### config.mk
export PLATFORM = sky130hd
export DESIGN_NAME = ddr_read_burst_timing
export DESIGN_NICKNAME = d
export VERILOG_FILES = /design/src/ddr_read_pkg.sv /design/src/ddr_read_burst_timing.sv /design/src/pin_sync.sv /design/src/bank_close.sv
export SDC_FILE = /design/constraint.sdc
export NUM_CORES = 2
export LEC_CHECK = 0
export BUFFER_PORTS_ARGS = -buffer_cell sky130_fd_sc_hd__buf_2
export CORE_ASPECT_RATIO = 2
export CORE_MARGIN = 10
export CORE_UTILIZATION = 39
export DETAILED_ROUTE_END_ITERATION = 10
export PLACE_DENSITY = 0.63
export SLEW_MARGIN = 0
export SYNTH_ARGS = -nofsm -noshare
export SYNTH_HDL_FRONTEND = slang
export SYNTH_SLANG_ARGS = --single-unit
### constraint.sdc
create_clock -name SYS_CLK_I -period 10.6 [get_ports SYS_CLK_I]
set_input_delay 1.59 -clock SYS_CLK_I [delete_from_list [all_inputs] [get_ports SYS_CLK_I]]
set_output_delay 1.59 -clock SYS_CLK_I [all_outputs]
set_load 0.03 [all_outputs]
### src/ddr_read_pkg.sv
// Constants shared by the DRAM read-side model
package ddr_read_pkg;
  // Register byte offsets
  localparam logic [7:0] MODE_OFS = 8'h00;
  localparam logic [7:0] TIMING_OFS = 8'h04;
  localparam logic [7:0] STATUS_OFS = 8'h08;
  localparam logic [7:0] CLOSE_COUNT_OFS = 8'h0c;
  localparam logic [7:0] DATA0_OFS = 8'h10;
  localparam logic [7:0] DATA3_OFS = 8'h1c;
  // Mode register fields
  localparam int BL_LSB = 0;
  localparam int AL_LSB = 4;
  localparam int CL_LSB = 8;
  // Timing register fields
  localparam int RTP_CK_LSB = 0;
  localparam int RTP_SYS_LSB = 8;
  localparam int RAS_SYS_LSB = 16;
  localparam int RP_SYS_LSB = 24;
  // Status register fields
  localparam int OPEN_LSB = 0;
  localparam int CLOSING_LSB = 8;
  localparam int BUSY_BIT = 16;
  // Values after reset
  localparam logic [1:0] BL_RESET = 2'h0;
  localparam logic [3:0] AL_RESET = 4'h0;
  localparam logic [3:0] CL_RESET = 4'h5;
  localparam logic [3:0] RTP_CK_RESET = 4'h4;
  localparam logic [7:0] RTP_SYS_RESET = 8'h08;
  localparam logic [7:0] RAS_SYS_RESET = 8'h08;
  localparam logic [7:0] RP_SYS_RESET = 8'h08;
  // Burst-length field codes
  localparam logic [1:0] BL_FIXED_EIGHT = 2'h0;
  localparam logic [1:0] BL_ON_THE_FLY = 2'h1;
  localparam logic [1:0] BL_FIXED_CHOP = 2'h2;
  // Clocks from the last prefetch before an internal precharge
  localparam logic [4:0] PREFETCH_TO_CLOSE_CK = 5'h04;
  // Last beat index of each burst size
  localparam logic [2:0] LAST_BEAT_EIGHT = 3'h7;
  localparam logic [2:0] LAST_BEAT_CHOP = 3'h3;
  // Read-delay slot ring depth, must exceed the largest read_delay
  localparam int SLOTS = 32;
  localparam int SYNC_WIDTH = 22;
endpackage : ddr_read_pkg

### src/ddr_read_burst_timing.sv
// Read-side burst engine of a DDR DRAM with an APB register file
//
// Contract
// - READ carries bank, start column and an auto-close flag.
// - Auto-close precharges the row after the burst; otherwise it stays open.
// - First data element appears read_delay = added_delay + column_delay.
// - Further beats follow on every rising and falling clock edge.
// - Strobe driven with data; low for read_lead_in before, else released.
// - After the last strobe transition, strobe low for half a clock; the code holds it low one clock, half a clock after data release.
// - Data lines released when the burst ends and nothing follows.
// - READs col_to_col_gap apart give seamless continuous data.
// - Chopped bursts col_to_col_gap apart leave an idle gap.
// - Repeated PRECHARGE allowed; close_time runs from the last one.
// - auto_close_bit high with READ engages read-with-auto-close.
// - Internal precharge starts added_delay+read_to_close_gap clocks after READ.
// - Internal precharge waits for open_min_time and minimum read_to_close_gap.
// - Postponed precharge starts close_time at its actual moment.
// - Internal precharge never earlier than four clocks after last prefetch.
// - Eight beats: field 00, or 01 with burst_select_bit high.
// - Four beats: field 10, or 01 with burst_select_bit low.
`timescale 1ns/10ps
module ddr_read_burst_timing
  import ddr_read_pkg::*;
(
  input wire logic SYS_CLK_I,
  input wire logic RST_N_I,
  input wire logic CE_I,
  input wire logic PSEL_I,
  input wire logic PENABLE_I,
  input wire logic PWRITE_I,
  input wire logic [7:0] PADDR_I,
  input wire logic [31:0] PWDATA_I,
  output logic [31:0] PRDATA_O,
  output logic PREADY_O,
  output logic PSLVERR_O,
  input wire logic CK_I,
  input wire logic CS_N_I,
  input wire logic RAS_N_I,
  input wire logic CAS_N_I,
  input wire logic WE_N_I,
  input wire logic [2:0] BA_I,
  input wire logic [13:0] ADDR_I,
  output logic [7:0] DQ_O,
  output logic DQ_OE_O,
  output logic DQS_O,
  output logic DQS_N_O,
  output logic DQS_OE_O
);
  typedef enum logic [1:0] {OUT_IDLE, OUT_PRE, OUT_DATA, OUT_POST} out_state_t;

  function automatic logic [7:0] one_hot(input logic [2:0] b);
    one_hot = 8'h01 << b;
  endfunction : one_hot

  // Sequential burst order wrapping within the burst's aligned group
  function automatic logic [3:0] beat_index(input logic [3:0] col,
                                            input logic [2:0] beat,
                                            input logic chop);
    logic [2:0] low;
    low = col[2:0] + beat;
    beat_index = chop ? {col[3:2], low[1:0]} : {col[3], low};
  endfunction : beat_index

  logic [SYNC_WIDTH-1:0] pins;
  logic ck_s, ck_d, cs_n, ras_n, cas_n, we_n;
  logic [2:0] ba;
  logic [13:0] addr;
  logic ck_rise, ck_fall;

  pin_sync u_sync (
    .clk_i(SYS_CLK_I),
    .rst_n_i(RST_N_I),
    .ce_i(CE_I),
    .d_i({CK_I, CS_N_I, RAS_N_I, CAS_N_I, WE_N_I, BA_I, ADDR_I}),
    .q_o(pins)
  );
  assign {ck_s, cs_n, ras_n, cas_n, we_n, ba, addr} = pins;
  assign ck_rise = ck_s & ~ck_d;
  assign ck_fall = ~ck_s & ck_d;

  // Commands are taken at each CK rise
  logic cmd_ok, cmd_rd, cmd_act, cmd_pre, rd_chop;
  logic [7:0] bank_sel, act_v, pre_v, rd_ap_v;
  assign cmd_ok = ck_rise & ~cs_n;
  assign cmd_rd = cmd_ok & ras_n & ~cas_n & we_n;
  assign cmd_act = cmd_ok & ~ras_n & cas_n & we_n;
  assign cmd_pre = cmd_ok & ~ras_n & cas_n & ~we_n;
  assign bank_sel = one_hot(ba);
  assign act_v = cmd_act ? bank_sel : 8'h00;
  // A10 on PRECHARGE closes every bank
  assign pre_v = cmd_pre ? (addr[10] ? 8'hff : bank_sel) : 8'h00;
  assign rd_ap_v = (cmd_rd && addr[10]) ? bank_sel : 8'h00;

  // Registers
  logic [1:0] bl_field, next_bl_field;
  logic [3:0] al, next_al, cl, next_cl;
  logic [31:0] timing, next_timing;
  logic [7:0] data_mem [16];
  logic [7:0] next_data_mem [16];
  logic [15:0] close_count, next_close_count;
  logic [31:0] next_prdata;
  logic next_pready, next_pslverr;
  logic [7:0] bank_open, bank_closing, ap_fire;
  logic out_busy;

  always_comb
  begin
    case (bl_field)
      BL_FIXED_CHOP: rd_chop = 1'b1;
      BL_ON_THE_FLY: rd_chop = ~addr[12];
      default: rd_chop = 1'b0;
    endcase
  end

  genvar g;
  generate
    for (g = 0; g < 8; g++)
    begin : g_bank
      bank_close u_bank (
        .clk_i(SYS_CLK_I),
        .rst_n_i(RST_N_I),
        .ce_i(CE_I),
        .ck_rise_i(ck_rise),
        .act_i(act_v[g]),
        .rd_ap_i(rd_ap_v[g]),
        .pre_i(pre_v[g]),
        .al_i(al),
        .rtp_ck_i(timing[RTP_CK_LSB+:4]),
        .rtp_sys_i(timing[RTP_SYS_LSB+:8]),
        .ras_sys_i(timing[RAS_SYS_LSB+:8]),
        .rp_sys_i(timing[RP_SYS_LSB+:8]),
        .open_o(bank_open[g]),
        .closing_o(bank_closing[g]),
        .ap_fire_o(ap_fire[g])
      );
    end
  endgenerate

  // APB slave: answer registered in setup, pready in the first access cycle
  logic setup, wr_en;
  assign setup = PSEL_I & ~PENABLE_I & ~PREADY_O;
  assign wr_en = PSEL_I & PENABLE_I & PREADY_O & PWRITE_I & ~PSLVERR_O;

  always_comb
  begin
    next_bl_field = bl_field;
    next_al = al;
    next_cl = cl;
    next_timing = timing;
    next_data_mem = data_mem;
    next_close_count = close_count + {15'h0000, |ap_fire};
    next_pready = setup;
    next_pslverr = 1'b0;
    next_prdata = 32'h0000_0000;
    if (setup)
    begin
      case (PADDR_I)
        MODE_OFS:
          next_prdata = {20'h00000, cl, al, 2'h0, bl_field};
        TIMING_OFS:
          next_prdata = timing;
        STATUS_OFS:
          next_prdata = {15'h0000, out_busy, bank_closing, bank_open};
        CLOSE_COUNT_OFS:
          next_prdata = {16'h0000, close_count};
        default:
        begin
          if (PADDR_I >= DATA0_OFS && PADDR_I <= DATA3_OFS
              && PADDR_I[1:0] == 2'h0)
            next_prdata = {data_mem[{PADDR_I[3:2], 2'h3}],
                           data_mem[{PADDR_I[3:2], 2'h2}],
                           data_mem[{PADDR_I[3:2], 2'h1}],
                           data_mem[{PADDR_I[3:2], 2'h0}]};
          else
            next_pslverr = 1'b1;
        end
      endcase
      // Status and count are read-only, so writes to them are refused
      if (PWRITE_I && (PADDR_I == STATUS_OFS || PADDR_I == CLOSE_COUNT_OFS))
        next_pslverr = 1'b1;
    end
    else if (PREADY_O)
      next_pslverr = 1'b0;
    if (wr_en)
    begin
      if (PADDR_I == MODE_OFS)
      begin
        // New latencies apply to READs taken after the write
        next_bl_field = PWDATA_I[BL_LSB+:2];
        next_al = PWDATA_I[AL_LSB+:4];
        next_cl = PWDATA_I[CL_LSB+:4];
      end
      else if (PADDR_I == TIMING_OFS)
        next_timing = PWDATA_I;
      else
        for (int i = 0; i < 4; i++)
          next_data_mem[{PADDR_I[3:2], 2'(i)}] = PWDATA_I[8*i+:8];
    end
  end

  // Read-delay ring: a READ marks the slot read_delay CK rises ahead
  logic [4:0] ck_count, next_ck_count, now_idx, ahead_idx, rd_idx;
  logic slot_valid [SLOTS];
  logic next_slot_valid [SLOTS];
  logic [3:0] slot_col [SLOTS];
  logic [3:0] next_slot_col [SLOTS];
  logic slot_chop [SLOTS];
  logic next_slot_chop [SLOTS];
  out_state_t state, next_state;
  logic [2:0] beat, next_beat, last_beat;
  logic [3:0] cur_col, next_cur_col;
  logic cur_chop, next_cur_chop;
  logic [7:0] next_dq;
  logic next_dq_oe, next_dqs, next_dqs_oe;

  assign now_idx = ck_count + 5'h01;
  assign ahead_idx = now_idx + 5'h01;
  assign rd_idx = now_idx + {1'b0, al} + {1'b0, cl};
  assign last_beat = cur_chop ? LAST_BEAT_CHOP : LAST_BEAT_EIGHT;
  assign out_busy = (state != OUT_IDLE);

  always_comb
  begin
    next_ck_count = ck_rise ? now_idx : ck_count;
    next_slot_valid = slot_valid;
    next_slot_col = slot_col;
    next_slot_chop = slot_chop;
    next_state = state;
    next_beat = beat;
    next_cur_col = cur_col;
    next_cur_chop = cur_chop;
    next_dq = DQ_O;
    next_dq_oe = DQ_OE_O;
    next_dqs = DQS_O;
    next_dqs_oe = DQS_OE_O;
    if (ck_rise)
    begin
      next_slot_valid[now_idx] = 1'b0;
      if (slot_valid[now_idx])
      begin
        // Starts straight after a previous last beat, so data is seamless
        next_state = OUT_DATA;
        next_beat = 3'h0;
        next_cur_col = slot_col[now_idx];
        next_cur_chop = slot_chop[now_idx];
        next_dq = data_mem[beat_index(slot_col[now_idx], 3'h0,
                                      slot_chop[now_idx])];
        next_dq_oe = 1'b1;
        next_dqs = 1'b1;
        next_dqs_oe = 1'b1;
      end
      else if (state == OUT_DATA && beat != last_beat)
      begin
        next_beat = beat + 3'h1;
        next_dq = data_mem[beat_index(cur_col, beat + 3'h1, cur_chop)];
        next_dqs = 1'b1;
      end
      else if (slot_valid[ahead_idx])
      begin
        // A burst is due at the next CK rise: release data and drive the strobe low as its preamble
        next_state = OUT_PRE;
        next_dq_oe = 1'b0;
        next_dqs = 1'b0;
        next_dqs_oe = 1'b1;
      end
      else if (state == OUT_DATA)
      begin
        next_state = OUT_POST;
        next_dq_oe = 1'b0;
        next_dqs = 1'b0;
      end
      if (cmd_rd)
      begin
        next_slot_valid[rd_idx] = 1'b1;
        next_slot_col[rd_idx] = addr[3:0];
        next_slot_chop[rd_idx] = rd_chop;
      end
    end
    else if (ck_fall)
    begin
      if (state == OUT_DATA && beat != last_beat)
      begin
        next_beat = beat + 3'h1;
        next_dq = data_mem[beat_index(cur_col, beat + 3'h1, cur_chop)];
        next_dqs = 1'b0;
      end
      else if (state == OUT_POST)
      begin
        next_state = OUT_IDLE;
        next_dqs_oe = 1'b0;
      end
    end
  end

  always_ff @(posedge SYS_CLK_I or negedge RST_N_I)
  begin
    if (!RST_N_I)
    begin
      ck_d <= 1'b0;
      bl_field <= BL_RESET;
      al <= AL_RESET;
      cl <= CL_RESET;
      timing <= {RP_SYS_RESET, RAS_SYS_RESET, RTP_SYS_RESET, 4'h0,
                 RTP_CK_RESET};
      data_mem <= '{default: 8'h00};
      close_count <= 16'h0000;
      PRDATA_O <= 32'h0000_0000;
      PREADY_O <= 1'b0;
      PSLVERR_O <= 1'b0;
      ck_count <= 5'h00;
      slot_valid <= '{default: 1'b0};
      slot_col <= '{default: 4'h0};
      slot_chop <= '{default: 1'b0};
      state <= OUT_IDLE;
      beat <= 3'h0;
      cur_col <= 4'h0;
      cur_chop <= 1'b0;
      DQ_O <= 8'h00;
      DQ_OE_O <= 1'b0;
      DQS_O <= 1'b0;
      DQS_N_O <= 1'b1;
      DQS_OE_O <= 1'b0;
    end
    else if (CE_I)
    begin
      ck_d <= ck_s;
      bl_field <= next_bl_field;
      al <= next_al;
      cl <= next_cl;
      timing <= next_timing;
      data_mem <= next_data_mem;
      close_count <= next_close_count;
      PRDATA_O <= next_prdata;
      PREADY_O <= next_pready;
      PSLVERR_O <= next_pslverr;
      ck_count <= next_ck_count;
      slot_valid <= next_slot_valid;
      slot_col <= next_slot_col;
      slot_chop <= next_slot_chop;
      state <= next_state;
      beat <= next_beat;
      cur_col <= next_cur_col;
      cur_chop <= next_cur_chop;
      DQ_O <= next_dq;
      DQ_OE_O <= next_dq_oe;
      DQS_O <= next_dqs;
      DQS_N_O <= ~next_dqs;
      DQS_OE_O <= next_dqs_oe;
    end
  end
endmodule : ddr_read_burst_timing

### src/pin_sync.sv
// Two-stage synchroniser for the link pins
`timescale 1ns/10ps
module pin_sync
  import ddr_read_pkg::*;
(
  input wire logic clk_i,
  input wire logic rst_n_i,
  input wire logic ce_i,
  input wire logic [SYNC_WIDTH-1:0] d_i,
  output logic [SYNC_WIDTH-1:0] q_o
);
  logic [SYNC_WIDTH-1:0] meta;
  logic [SYNC_WIDTH-1:0] next_meta;
  logic [SYNC_WIDTH-1:0] next_q;

  always_comb
  begin
    next_meta = ce_i ? d_i : meta;
    next_q = ce_i ? meta : q_o;
  end

  always_ff @(posedge clk_i or negedge rst_n_i)
  begin
    if (!rst_n_i)
    begin
      meta <= '0;
      q_o <= '0;
    end
    else
    begin
      meta <= next_meta;
      q_o <= next_q;
    end
  end
endmodule : pin_sync

### src/bank_close.sv
// Per-bank row state and precharge timing
`timescale 1ns/10ps
module bank_close
  import ddr_read_pkg::*;
(
  input wire logic clk_i,
  input wire logic rst_n_i,
  input wire logic ce_i,
  input wire logic ck_rise_i,
  input wire logic act_i,
  input wire logic rd_ap_i,
  input wire logic pre_i,
  input wire logic [3:0] al_i,
  input wire logic [3:0] rtp_ck_i,
  input wire logic [7:0] rtp_sys_i,
  input wire logic [7:0] ras_sys_i,
  input wire logic [7:0] rp_sys_i,
  output logic open_o,
  output logic closing_o,
  output logic ap_fire_o
);
  logic [7:0] ras_left, next_ras_left;
  logic [7:0] rtp_left, next_rtp_left;
  logic [7:0] rp_left, next_rp_left;
  logic [4:0] ck_wait, next_ck_wait;
  logic [3:0] al_wait, next_al_wait;
  logic ap_pend, next_ap_pend;
  logic rtp_arm, next_rtp_arm;
  logic next_open, next_ap_fire;
  logic [4:0] nominal;
  logic [4:0] floor_ck;

  assign closing_o = (rp_left != 8'h00);

  always_comb
  begin
    nominal = {1'b0, al_i} + {1'b0, rtp_ck_i};
    floor_ck = {1'b0, al_i} + PREFETCH_TO_CLOSE_CK;
    next_ras_left = ras_left;
    next_rtp_left = rtp_left;
    next_rp_left = rp_left;
    next_ck_wait = ck_wait;
    next_al_wait = al_wait;
    next_ap_pend = ap_pend;
    next_rtp_arm = rtp_arm;
    next_open = open_o;
    next_ap_fire = 1'b0;
    if (ras_left != 8'h00)
      next_ras_left = ras_left - 8'h01;
    if (rp_left != 8'h00)
      next_rp_left = rp_left - 8'h01;
    if (rtp_arm && rtp_left != 8'h00)
      next_rtp_left = rtp_left - 8'h01;
    if (ap_pend && ck_rise_i)
    begin
      if (ck_wait != 5'h00)
        next_ck_wait = ck_wait - 5'h01;
      // Analog read_to_close_gap is counted from added_delay after READ
      if (al_wait != 4'h0)
      begin
        next_al_wait = al_wait - 4'h1;
        if (al_wait == 4'h1)
          next_rtp_arm = 1'b1;
      end
    end
    // Fires in the cycle the last wait ends, not at a later CK edge
    if (ap_pend && ck_wait == 5'h00 && rtp_arm && rtp_left == 8'h00
        && ras_left == 8'h00)
    begin
      next_ap_pend = 1'b0;
      next_open = 1'b0;
      next_rp_left = rp_sys_i;
      next_ap_fire = 1'b1;
    end
    if (rd_ap_i)
    begin
      next_ap_pend = 1'b1;
      next_ck_wait = (nominal > floor_ck) ? nominal : floor_ck;
      next_al_wait = al_i;
      next_rtp_arm = (al_i == 4'h0);
      next_rtp_left = rtp_sys_i;
    end
    if (pre_i)
    begin
      next_open = 1'b0;
      next_ap_pend = 1'b0;
      next_rp_left = rp_sys_i;
    end
    if (act_i)
    begin
      next_open = 1'b1;
      next_ras_left = ras_sys_i;
    end
  end

  always_ff @(posedge clk_i or negedge rst_n_i)
  begin
    if (!rst_n_i)
    begin
      ras_left <= 8'h00;
      rtp_left <= 8'h00;
      rp_left <= 8'h00;
      ck_wait <= 5'h00;
      al_wait <= 4'h0;
      ap_pend <= 1'b0;
      rtp_arm <= 1'b0;
      open_o <= 1'b0;
      ap_fire_o <= 1'b0;
    end
    else if (ce_i)
    begin
      ras_left <= next_ras_left;
      rtp_left <= next_rtp_left;
      rp_left <= next_rp_left;
      ck_wait <= next_ck_wait;
      al_wait <= next_al_wait;
      ap_pend <= next_ap_pend;
      rtp_arm <= next_rtp_arm;
      open_o <= next_open;
      ap_fire_o <= next_ap_fire;
    end
  end
endmodule : bank_close

# After elaboration in Yosys (flattened, before gate mapping)
# Cells that the tools add are included.
# op_classes
eq_ne	20
n_reduce_logical	279
shift	1
bitwise	41
addsub	49
magnitude_cmp	18
n_mux	284
# op_table
op	count
$bwmux 128	5
$mux 8	80
$bmux 8 s4	6
$reduce_bool 8->1	24
$sub 8x1->8 const B	24
$logic_not 8->1	17
$demux 8 s4	4
$pmux 32 s4	1
$mux 5	25
$mux 1	110
$mux 4	27
$reduce_bool 2->1	51
$mux 32	3
$reduce_and 2->1	42
$reduce_bool 3->1	25
$logic_and 1x1->1	59
$reduce_and 3->1	19
$reduce_and 4->1	11
$logic_not 5->1	8
$reduce_bool 5->1	8
$sub 5x1->5 const B	8
$and 32x32->32	1
$bwmux 32	1
$eq 4x1->1 const B	8
other kinds (44)	125
# word_totals
inputBits	68
word_cells	897
output_inout_bits	46
reg_bits	780

# Depth between registers and ports, before layout
# depth
ltp_word	11
depth_mapped	15
mapped_depth_nobuf	15

# By module
# From an unflattened synthesis, not the netlist that was laid out.
# unflattened
cells_unflattened	4490
area_unflattened_um2	47082.7
# by_module_without_submodules
module	instances	area_per_inst_um2	seq_area_each_um2	cells_each
ddr_read_burst_timing	1	23473.8	11019.3	1848
bank_close at g_bank[1].u_bank ...	6	2738.9	925.9	322
bank_close at g_bank[7].u_bank	1	2671.3	925.9	306
bank_close at g_bank[0].u_bank	1	2666.3	925.9	311
pin_sync	1	1838.0	1101.1	93

# Least setup slack after synthesis
# No wires, ideal clock.
# synth_timing
path_type	register to register
from	register ck_count[0]
to	register slot_col[100] (netlist name)
setup_time_ns	0.125
required_time_ns	10.475
synth_period_minus_slack_ns	3.803
path_slack_ns	6.797
arrival_time_ns	3.678
stages_incl_launch_ff	15
n_path_buf	2
path_cell_list	dfrtp_1 > buf_4 > buf_6 > inv_1 > ha_1 > fa_1 > ha_1 > a21o_1 > a21oi_1 > xor2_1 > xnor2_1 > or2_2 > nor3_1 > nand2_1 > mux2_2
# synth_via
elab_chain_len	9
elab_cells_between_ends	10
cone_classes	add/sub: 3; order compare: 2; mux: 3; bitwise: 1; reduce/logical: 1
# synth_rtl
item	line	rtl
start, declared	ddr_read_burst_timing.sv:202	logic [4:0] ck_count, next_ck_count, now_idx, ahead_idx, rd_idx;
start signal, assigned	ddr_read_burst_timing.sv:336	ck_count <= next_ck_count;
$add 5x1->5 *	ddr_read_burst_timing.sv:216	assign now_idx = ck_count + 5'h01;
net now_idx[0]	ddr_read_burst_timing.sv:202	
$add 5x4->5 * (2 in a row)	ddr_read_burst_timing.sv:218	assign rd_idx = now_idx + {1'b0, al} + {1'b0, cl};
$not 5->6 (implied by the code) *	ddr_read_burst_timing.sv:275	next_slot_col[rd_idx] = addr[3:0];
$ge 6x6->1 (implied by the code) / $lt 6x1->1 (equally long branches)	ddr_read_burst_timing.sv:275	
$logic_and 1x1->1 (implied by the code)	ddr_read_burst_timing.sv:275	
$mux 4 (implied by the code)	ddr_read_burst_timing.sv:275	
$demux 4 s5 *	ddr_read_burst_timing.sv:275	
$bwmux 128 *	ddr_read_burst_timing.sv:275	
end signal, assigned	ddr_read_burst_timing.sv:338	slot_col <= next_slot_col;
end, declared	ddr_read_burst_timing.sv:205	logic [3:0] slot_col [SLOTS];
# The timed path passes the listed nets; every way through them passes the cells marked *.
# A chain may end at the register's enable or synchronous reset.

# Final worst setup path
# layout_timing
from	register ck_count[0]
to	register DQ_O[5]
# layout_via
elab_chain_len	11
elab_cells_between_ends	14
cone_classes	add/sub: 1; mux: 11; bitwise: 2
# layout_rtl
item	line	rtl
$add 5x1->5 *	ddr_read_burst_timing.sv:216	
$not 5->6 *	n/a	
$bmux 4 s5	ddr_read_burst_timing.sv:246	next_dq = data_mem[beat_index(slot_col[now_idx], 3'h0,
$mux 4 (implied by the code) (2 in a row)	ddr_read_burst_timing.sv:246	
$not 4->5 (implied by the code)	ddr_read_burst_timing.sv:246	
$bmux 8 s4	ddr_read_burst_timing.sv:246	
$mux 8 (implied by the code) (2 in a row)	ddr_read_burst_timing.sv:246	
$mux 8 *	ddr_read_burst_timing.sv:239	if (slot_valid[now_idx])
$mux 8 *	ddr_read_burst_timing.sv:236	if (ck_rise)
end signal, assigned	ddr_read_burst_timing.sv:344	DQ_O <= next_dq;
end, declared	ddr_read_burst_timing.sv:43	output logic [7:0] DQ_O,
# Mark *: on every way between the ends. The rest lies on a longest branch, timed or not. The select of a mux whose other input is x is not followed.

==> impl_metrics.prom <==
# TYPE chip_impl_metric gauge
chip_impl_info{name="status",value="complete, no violations"} 1
chip_impl_metric{name="globalRouteOverflowTotal",unit=""} 0
chip_impl_metric{name="antenna_left",unit=""} 0
chip_impl_metric{name="synthXorXnorAreaFrac",unit=""} 0.00804
chip_impl_info{name="critical-path-top-delay-family",value="simple AND/OR/NAND/NOR gates"} 1
chip_impl_metric{name="wire_per_inst",unit="µm"} 24.1
chip_impl_metric{name="number_of_standard_cells_after_synthesis",unit=""} 4378
chip_impl_metric{name="numPlacedInstances",unit=""} 5666
chip_impl_metric{name="synth_warnings",unit=""} 0
chip_impl_metric{name="wirelength",unit="µm"} 140000
chip_impl_metric{name="postSynthRegisterBits",unit=""} 764
chip_impl_info{name="criticalPathCategory",value="register to register"} 1
chip_impl_metric{name="hold_ws",unit="ns"} 0.471
chip_impl_info{name="cp_cell_sequence",value="buf_4 -> buf_4 -> and2_1 -> o211ai_1 -> and2_1 -> a222oi_1 -> nand2_2 -> nor2_1 -> a32oi_1 -> nand3_1 -> a211oi_1"} 1
chip_impl_metric{name="core_region_area",unit="µm²"} 109000
chip_impl_metric{name="final_hold_violation_count",unit=""} 0
chip_impl_metric{name="cts.sinks",unit=""} 764
chip_impl_metric{name="timing.critical_path.slowest_cell_delay",unit="ns"} 1.24
chip_impl_metric{name="synth-simple-area-share",unit=""} 0.151
chip_impl_metric{name="worst-endpoint-required",unit="ns"} 11.12
chip_impl_metric{name="grt_util_all_layers",unit=""} 0.223
chip_impl_metric{name="cap_violations",unit=""} 0
chip_impl_metric{name="maximum_number_of_pins_on_one_net_before_global_route_repair",unit=""} 139
chip_impl_metric{name="pin_count",unit=""} 114
chip_impl_metric{name="fin_crit_sh",unit=""} 0.536
chip_impl_metric{name="num-fill-cells",unit=""} 10474
chip_impl_metric{name="sequential_cell_area",unit="µm²"} 19100
chip_impl_metric{name="netlist-cell-type-count",unit=""} 87
chip_impl_metric{name="share_of_async_settable_or_async_resettable_flops_after_synthesis",unit=""} 1.00
chip_impl_metric{name="final.setup.tns",unit="ns"} 0
chip_impl_metric{name="placement_rows",unit=""} 171
chip_impl_metric{name="die_x",unit="µm"} 254
chip_impl_metric{name="grt_antenna_before_repair",unit=""} 12
chip_impl_metric{name="worst_margin_slew",unit="ns"} 1.35
chip_impl_metric{name="setup_viol_count_final",unit=""} 0
chip_impl_metric{name="min_path_cells",unit=""} 1
chip_impl_info{name="clockRootBuffer",value="sky130_fd_sc_hd__clkbuf_16"} 1
chip_impl_metric{name="die_y",unit="µm"} 488
chip_impl_metric{name="wire_length_of_the_first_global_routing_pass",unit="µm"} 211000
chip_impl_metric{name="p_leak",unit="nW"} 20.6
chip_impl_metric{name="synth_sequential_area_ratio",unit=""} 0.448
chip_impl_metric{name="fin_nets",unit=""} 4529
chip_impl_metric{name="worst-r2r-setup-slack",unit="ns"} 4.92
chip_impl_metric{name="wirelength_met1",unit="µm"} 50600
chip_impl_metric{name="drt_pre_antenna_iters",unit=""} 5
chip_impl_metric{name="ctsHtreeMaxLevel",unit=""} 3
chip_impl_metric{name="finClkSkew",unit="ns"} 0.0268
chip_impl_info{name="crit_slowest_cell",value="sky130_fd_sc_hd__a222oi_1"} 1
chip_impl_metric{name="layout-drive-gt1-share",unit=""} 0.180
chip_impl_metric{name="logic_depth_of_the_worst_register_to_register_path",unit=""} 11
chip_impl_info{name="highest-signal-layer",value="met5"} 1
chip_impl_metric{name="post_layout_nonfiller_instances",unit=""} 5797
chip_impl_metric{name="initialDrtViolationCount",unit=""} 2692
chip_impl_metric{name="cts_made_buffers",unit=""} 71
chip_impl_metric{name="ir_drop",unit="mV"} 0.161
chip_impl_info{name="start_kind",value="register"} 1
chip_impl_info{name="timing.critical_path.to_type",value="register"} 1
chip_impl_metric{name="synth_edf_count",unit=""} 0
chip_impl_metric{name="clkTransAtPathRegs",unit="ns"} 0.07
chip_impl_metric{name="clockBufferDepth",unit=""} 3
chip_impl_metric{name="via_count",unit=""} 34868
chip_impl_info{name="grt_setup_unrepaired",value="false"} 1
chip_impl_metric{name="synth_compound_gate_area_share",unit=""} 0.162
chip_impl_info{name="tritoncts_clock_tree",value="yes"} 1
chip_impl_metric{name="path_depth",unit=""} 11
chip_impl_metric{name="dr_wl_met3",unit="µm"} 7120
chip_impl_metric{name="design_power_total",unit="mW"} 10.6
chip_impl_metric{name="cp_data_arrival_time",unit="ns"} 6.21
chip_impl_metric{name="numPortBuffers",unit=""} 105
chip_impl_metric{name="final_core_utilization",unit=""} 0.431
chip_impl_metric{name="ratio_of_total_power_to_cell_area",unit="nW/µm²"} 225
chip_impl_info{name="main_combinational_cell_family_by_area_after_synthesis",value="multiplexers"} 1
chip_impl_metric{name="period_minus_slack",unit="ns"} 5.68
chip_impl_metric{name="multiInputGateArea",unit="µm²"} 22000
chip_impl_metric{name="post_synth_adder_cell_area",unit=""} 0.0320
chip_impl_metric{name="gp_congestion",unit=""} 0.941
chip_impl_metric{name="met2WireLength",unit="µm"} 71500
chip_impl_metric{name="postCtsHoldBufs",unit=""} 0
chip_impl_metric{name="netlist_area",unit="µm²"} 42700
chip_impl_metric{name="initial_core_util",unit=""} 0.392
chip_impl_metric{name="maxSlewHeadroom",unit=""} 0.0979
chip_impl_metric{name="worstPathMaxFanout",unit=""} 29
chip_impl_metric{name="via_per_inst",unit=""} 6.01
chip_impl_metric{name="synth.area.mux_share",unit=""} 0.162
chip_impl_info{name="tightest_hold_check_type",value="register to register"} 1
chip_impl_metric{name="synthesis.nets",unit=""} 4551
chip_impl_metric{name="flow.area_growth_from_synthesis",unit="%"} 9.74
chip_impl_metric{name="worst_skew_pair.late_latency",unit="ns"} 0.67
chip_impl_metric{name="post_cts.resized_instances",unit=""} 0
chip_impl_metric{name="syn_area_per_cell",unit="µm²"} 9.74
chip_impl_metric{name="post-cts-setup-buffer-count",unit=""} 0
chip_impl_metric{name="drc",unit=""} 0
chip_impl_metric{name="die_area",unit="µm²"} 124000
chip_impl_metric{name="clock.fmax",unit="GHz"} 0.176
chip_impl_metric{name="dpl.hpwl",unit="µm"} 99500
chip_impl_info{name="synthFlopType",value="sky130_fd_sc_hd__dfrtp_1"} 1
chip_impl_metric{name="cp_num_buf_inv",unit=""} 2
chip_impl_metric{name="slew_viol_final",unit=""} 0
chip_impl_metric{name="first_global_vias",unit=""} 34610
[power by group]
group	internal, mW	switching (mW)
registers	3.43	0.550
logic	1.44	2.45
clock network	1.45	1.23
total	6.32	4.23
[cell usage after synthesis (8+ instances only)]
cell type                   instances  share of area
sky130_fd_sc_hd__a31oi_1           31         0.0045
sky130_fd_sc_hd__inv_1            124          0.011
sky130_fd_sc_hd__o2bb2ai_1         32         0.0066
sky130_fd_sc_hd__nand2_1          414          0.036
sky130_fd_sc_hd__o22a_1            42         0.0086
sky130_fd_sc_hd__or2_2              8         0.0012
sky130_fd_sc_hd__mux2_2           369          0.097
sky130_fd_sc_hd__ha_1              98          0.029
sky130_fd_sc_hd__xnor2_1           21         0.0043
sky130_fd_sc_hd__a32oi_1           31         0.0064
sky130_fd_sc_hd__nor3b_1           38         0.0067
sky130_fd_sc_hd__nand3b_1          14         0.0025
sky130_fd_sc_hd__dfrtp_1          757           0.44
sky130_fd_sc_hd__buf_1             35         0.0031
sky130_fd_sc_hd__o21bai_1           8         0.0014
sky130_fd_sc_hd__and2_1            17         0.0025
sky130_fd_sc_hd__o21ai_0          480          0.056
sky130_fd_sc_hd__and3_1            15         0.0022
sky130_fd_sc_hd__o22ai_1           24         0.0035
sky130_fd_sc_hd__or3_1             46         0.0067
sky130_fd_sc_hd__mux4_2            78          0.041
sky130_fd_sc_hd__nor3_1           153          0.018
sky130_fd_sc_hd__o21ai_1           20         0.0023
sky130_fd_sc_hd__a21o_1             9         0.0016
sky130_fd_sc_hd__buf_2             13         0.0015
sky130_fd_sc_hd__or4_1             13         0.0023
sky130_fd_sc_hd__nand2b_1          57         0.0084
sky130_fd_sc_hd__a22oi_1           45         0.0079
sky130_fd_sc_hd__clkbuf_1         213          0.019
sky130_fd_sc_hd__a21oi_1          307          0.036
sky130_fd_sc_hd__a22o_1            24         0.0049
sky130_fd_sc_hd__nor2b_1           28         0.0041
sky130_fd_sc_hd__xor2_1            10         0.0021
sky130_fd_sc_hd__a221oi_1           8         0.0016
sky130_fd_sc_hd__nand4_1           28         0.0041
sky130_fd_sc_hd__a211oi_1          22         0.0039
sky130_fd_sc_hd__mux2i_1           84          0.020
sky130_fd_sc_hd__a311oi_1           9         0.0018
sky130_fd_sc_hd__nor2_1           399          0.035
sky130_fd_sc_hd__nand3_1           80         0.0094
sky130_fd_sc_hd__nor4_1            39         0.0057
sky130_fd_sc_hd__o31ai_1           10         0.0018
[cell families after synthesis]
kind of cell    Yosys count
buf+inv                 399
flops                   764
mux                     538
xor+xnor                 35
fa+ha+maj               105
compound gates         1161
simple gates           1376
[flip-flops by register name, indices dropped and copies added, names as in the netlist, 40 cells and up]
name,count
data_mem,128
slot_col,128
g_bank.u_bank.ras_left,64
g_bank.u_bank.rp_left,64
g_bank.u_bank.rtp_left,64
g_bank.u_bank.ck_wait,40
[layer usage]
layer | vias to the layer above | track usage
met4 | 6 | 0.150
met3 | 411 | 0.0335
met5 | - | 0
li1 | 15832 | -
met2 | 1179 | 0.397
met1 | 17440 | 0.240
[area by class of cell]
type / count / area share
timing repair buffer: 178 / 0.0241
tap: 1384 / 0.0370
clock inverter: 28 / 0.00588
inverter: 126 / 0.0101
sequential: 764 / 0.409
multi-input combinational: 3215 / 0.470
antenna: 4 / 0.000214
clock buffer: 98 / 0.0440
[through the flow]
step / setup slack, ns / instance area, µm²
floorplan: 6.80 / 42700
CTS: 5.16 / 46800
global route: 4.92 / 46800
global placement: 5.22 / 44500
finish: 4.92 / 46800
detailed placement: 5.20 / 44500
[worst paths after layout]
| check | from | end |
|---|---|---|
| min reg2reg | close_count[15] | close_count[15] |
| min | close_count[15] | close_count[15] |
| max reg2reg | ck_count[0] | DQ_O[5] |
| max | ck_count[0] | DQ_O[5] |
| min in group asynchronous | RST_N_I | slot_col[14] |
| max in group asynchronous | RST_N_I | g_bank[5].u_bank.rp_left[3] |
[cell usage in the layout (no fill, tap or decap), types with 24 or more instances in the layout]
cell type,n
sky130_fd_sc_hd__buf_2,103
sky130_fd_sc_hd__nand2b_1,57
sky130_fd_sc_hd__nand3_1,78
sky130_fd_sc_hd__nor2_1,389
sky130_fd_sc_hd__or3_1,46
sky130_fd_sc_hd__o21ai_0,480
sky130_fd_sc_hd__a22o_1,24
sky130_fd_sc_hd__mux2i_1,84
sky130_fd_sc_hd__mux2_2,369
sky130_fd_sc_hd__o2bb2ai_1,32
sky130_fd_sc_hd__clkbuf_16,72
sky130_fd_sc_hd__nand2_1,414
sky130_fd_sc_hd__nand4_1,28
sky130_fd_sc_hd__mux4_2,78
sky130_fd_sc_hd__nor4_1,39
sky130_fd_sc_hd__nor3b_1,38
sky130_fd_sc_hd__o22a_1,42
sky130_fd_sc_hd__a22oi_1,45
sky130_fd_sc_hd__nor3_1,153
sky130_fd_sc_hd__a31oi_1,31
sky130_fd_sc_hd__a21oi_1,307
sky130_fd_sc_hd__dfrtp_1,756
sky130_fd_sc_hd__o22ai_1,24
sky130_fd_sc_hd__buf_4,70
sky130_fd_sc_hd__inv_1,124
sky130_fd_sc_hd__ha_1,98
sky130_fd_sc_hd__nor2b_1,28
sky130_fd_sc_hd__a32oi_1,31
Note: power is estimated with default switching activity, not from simulation.
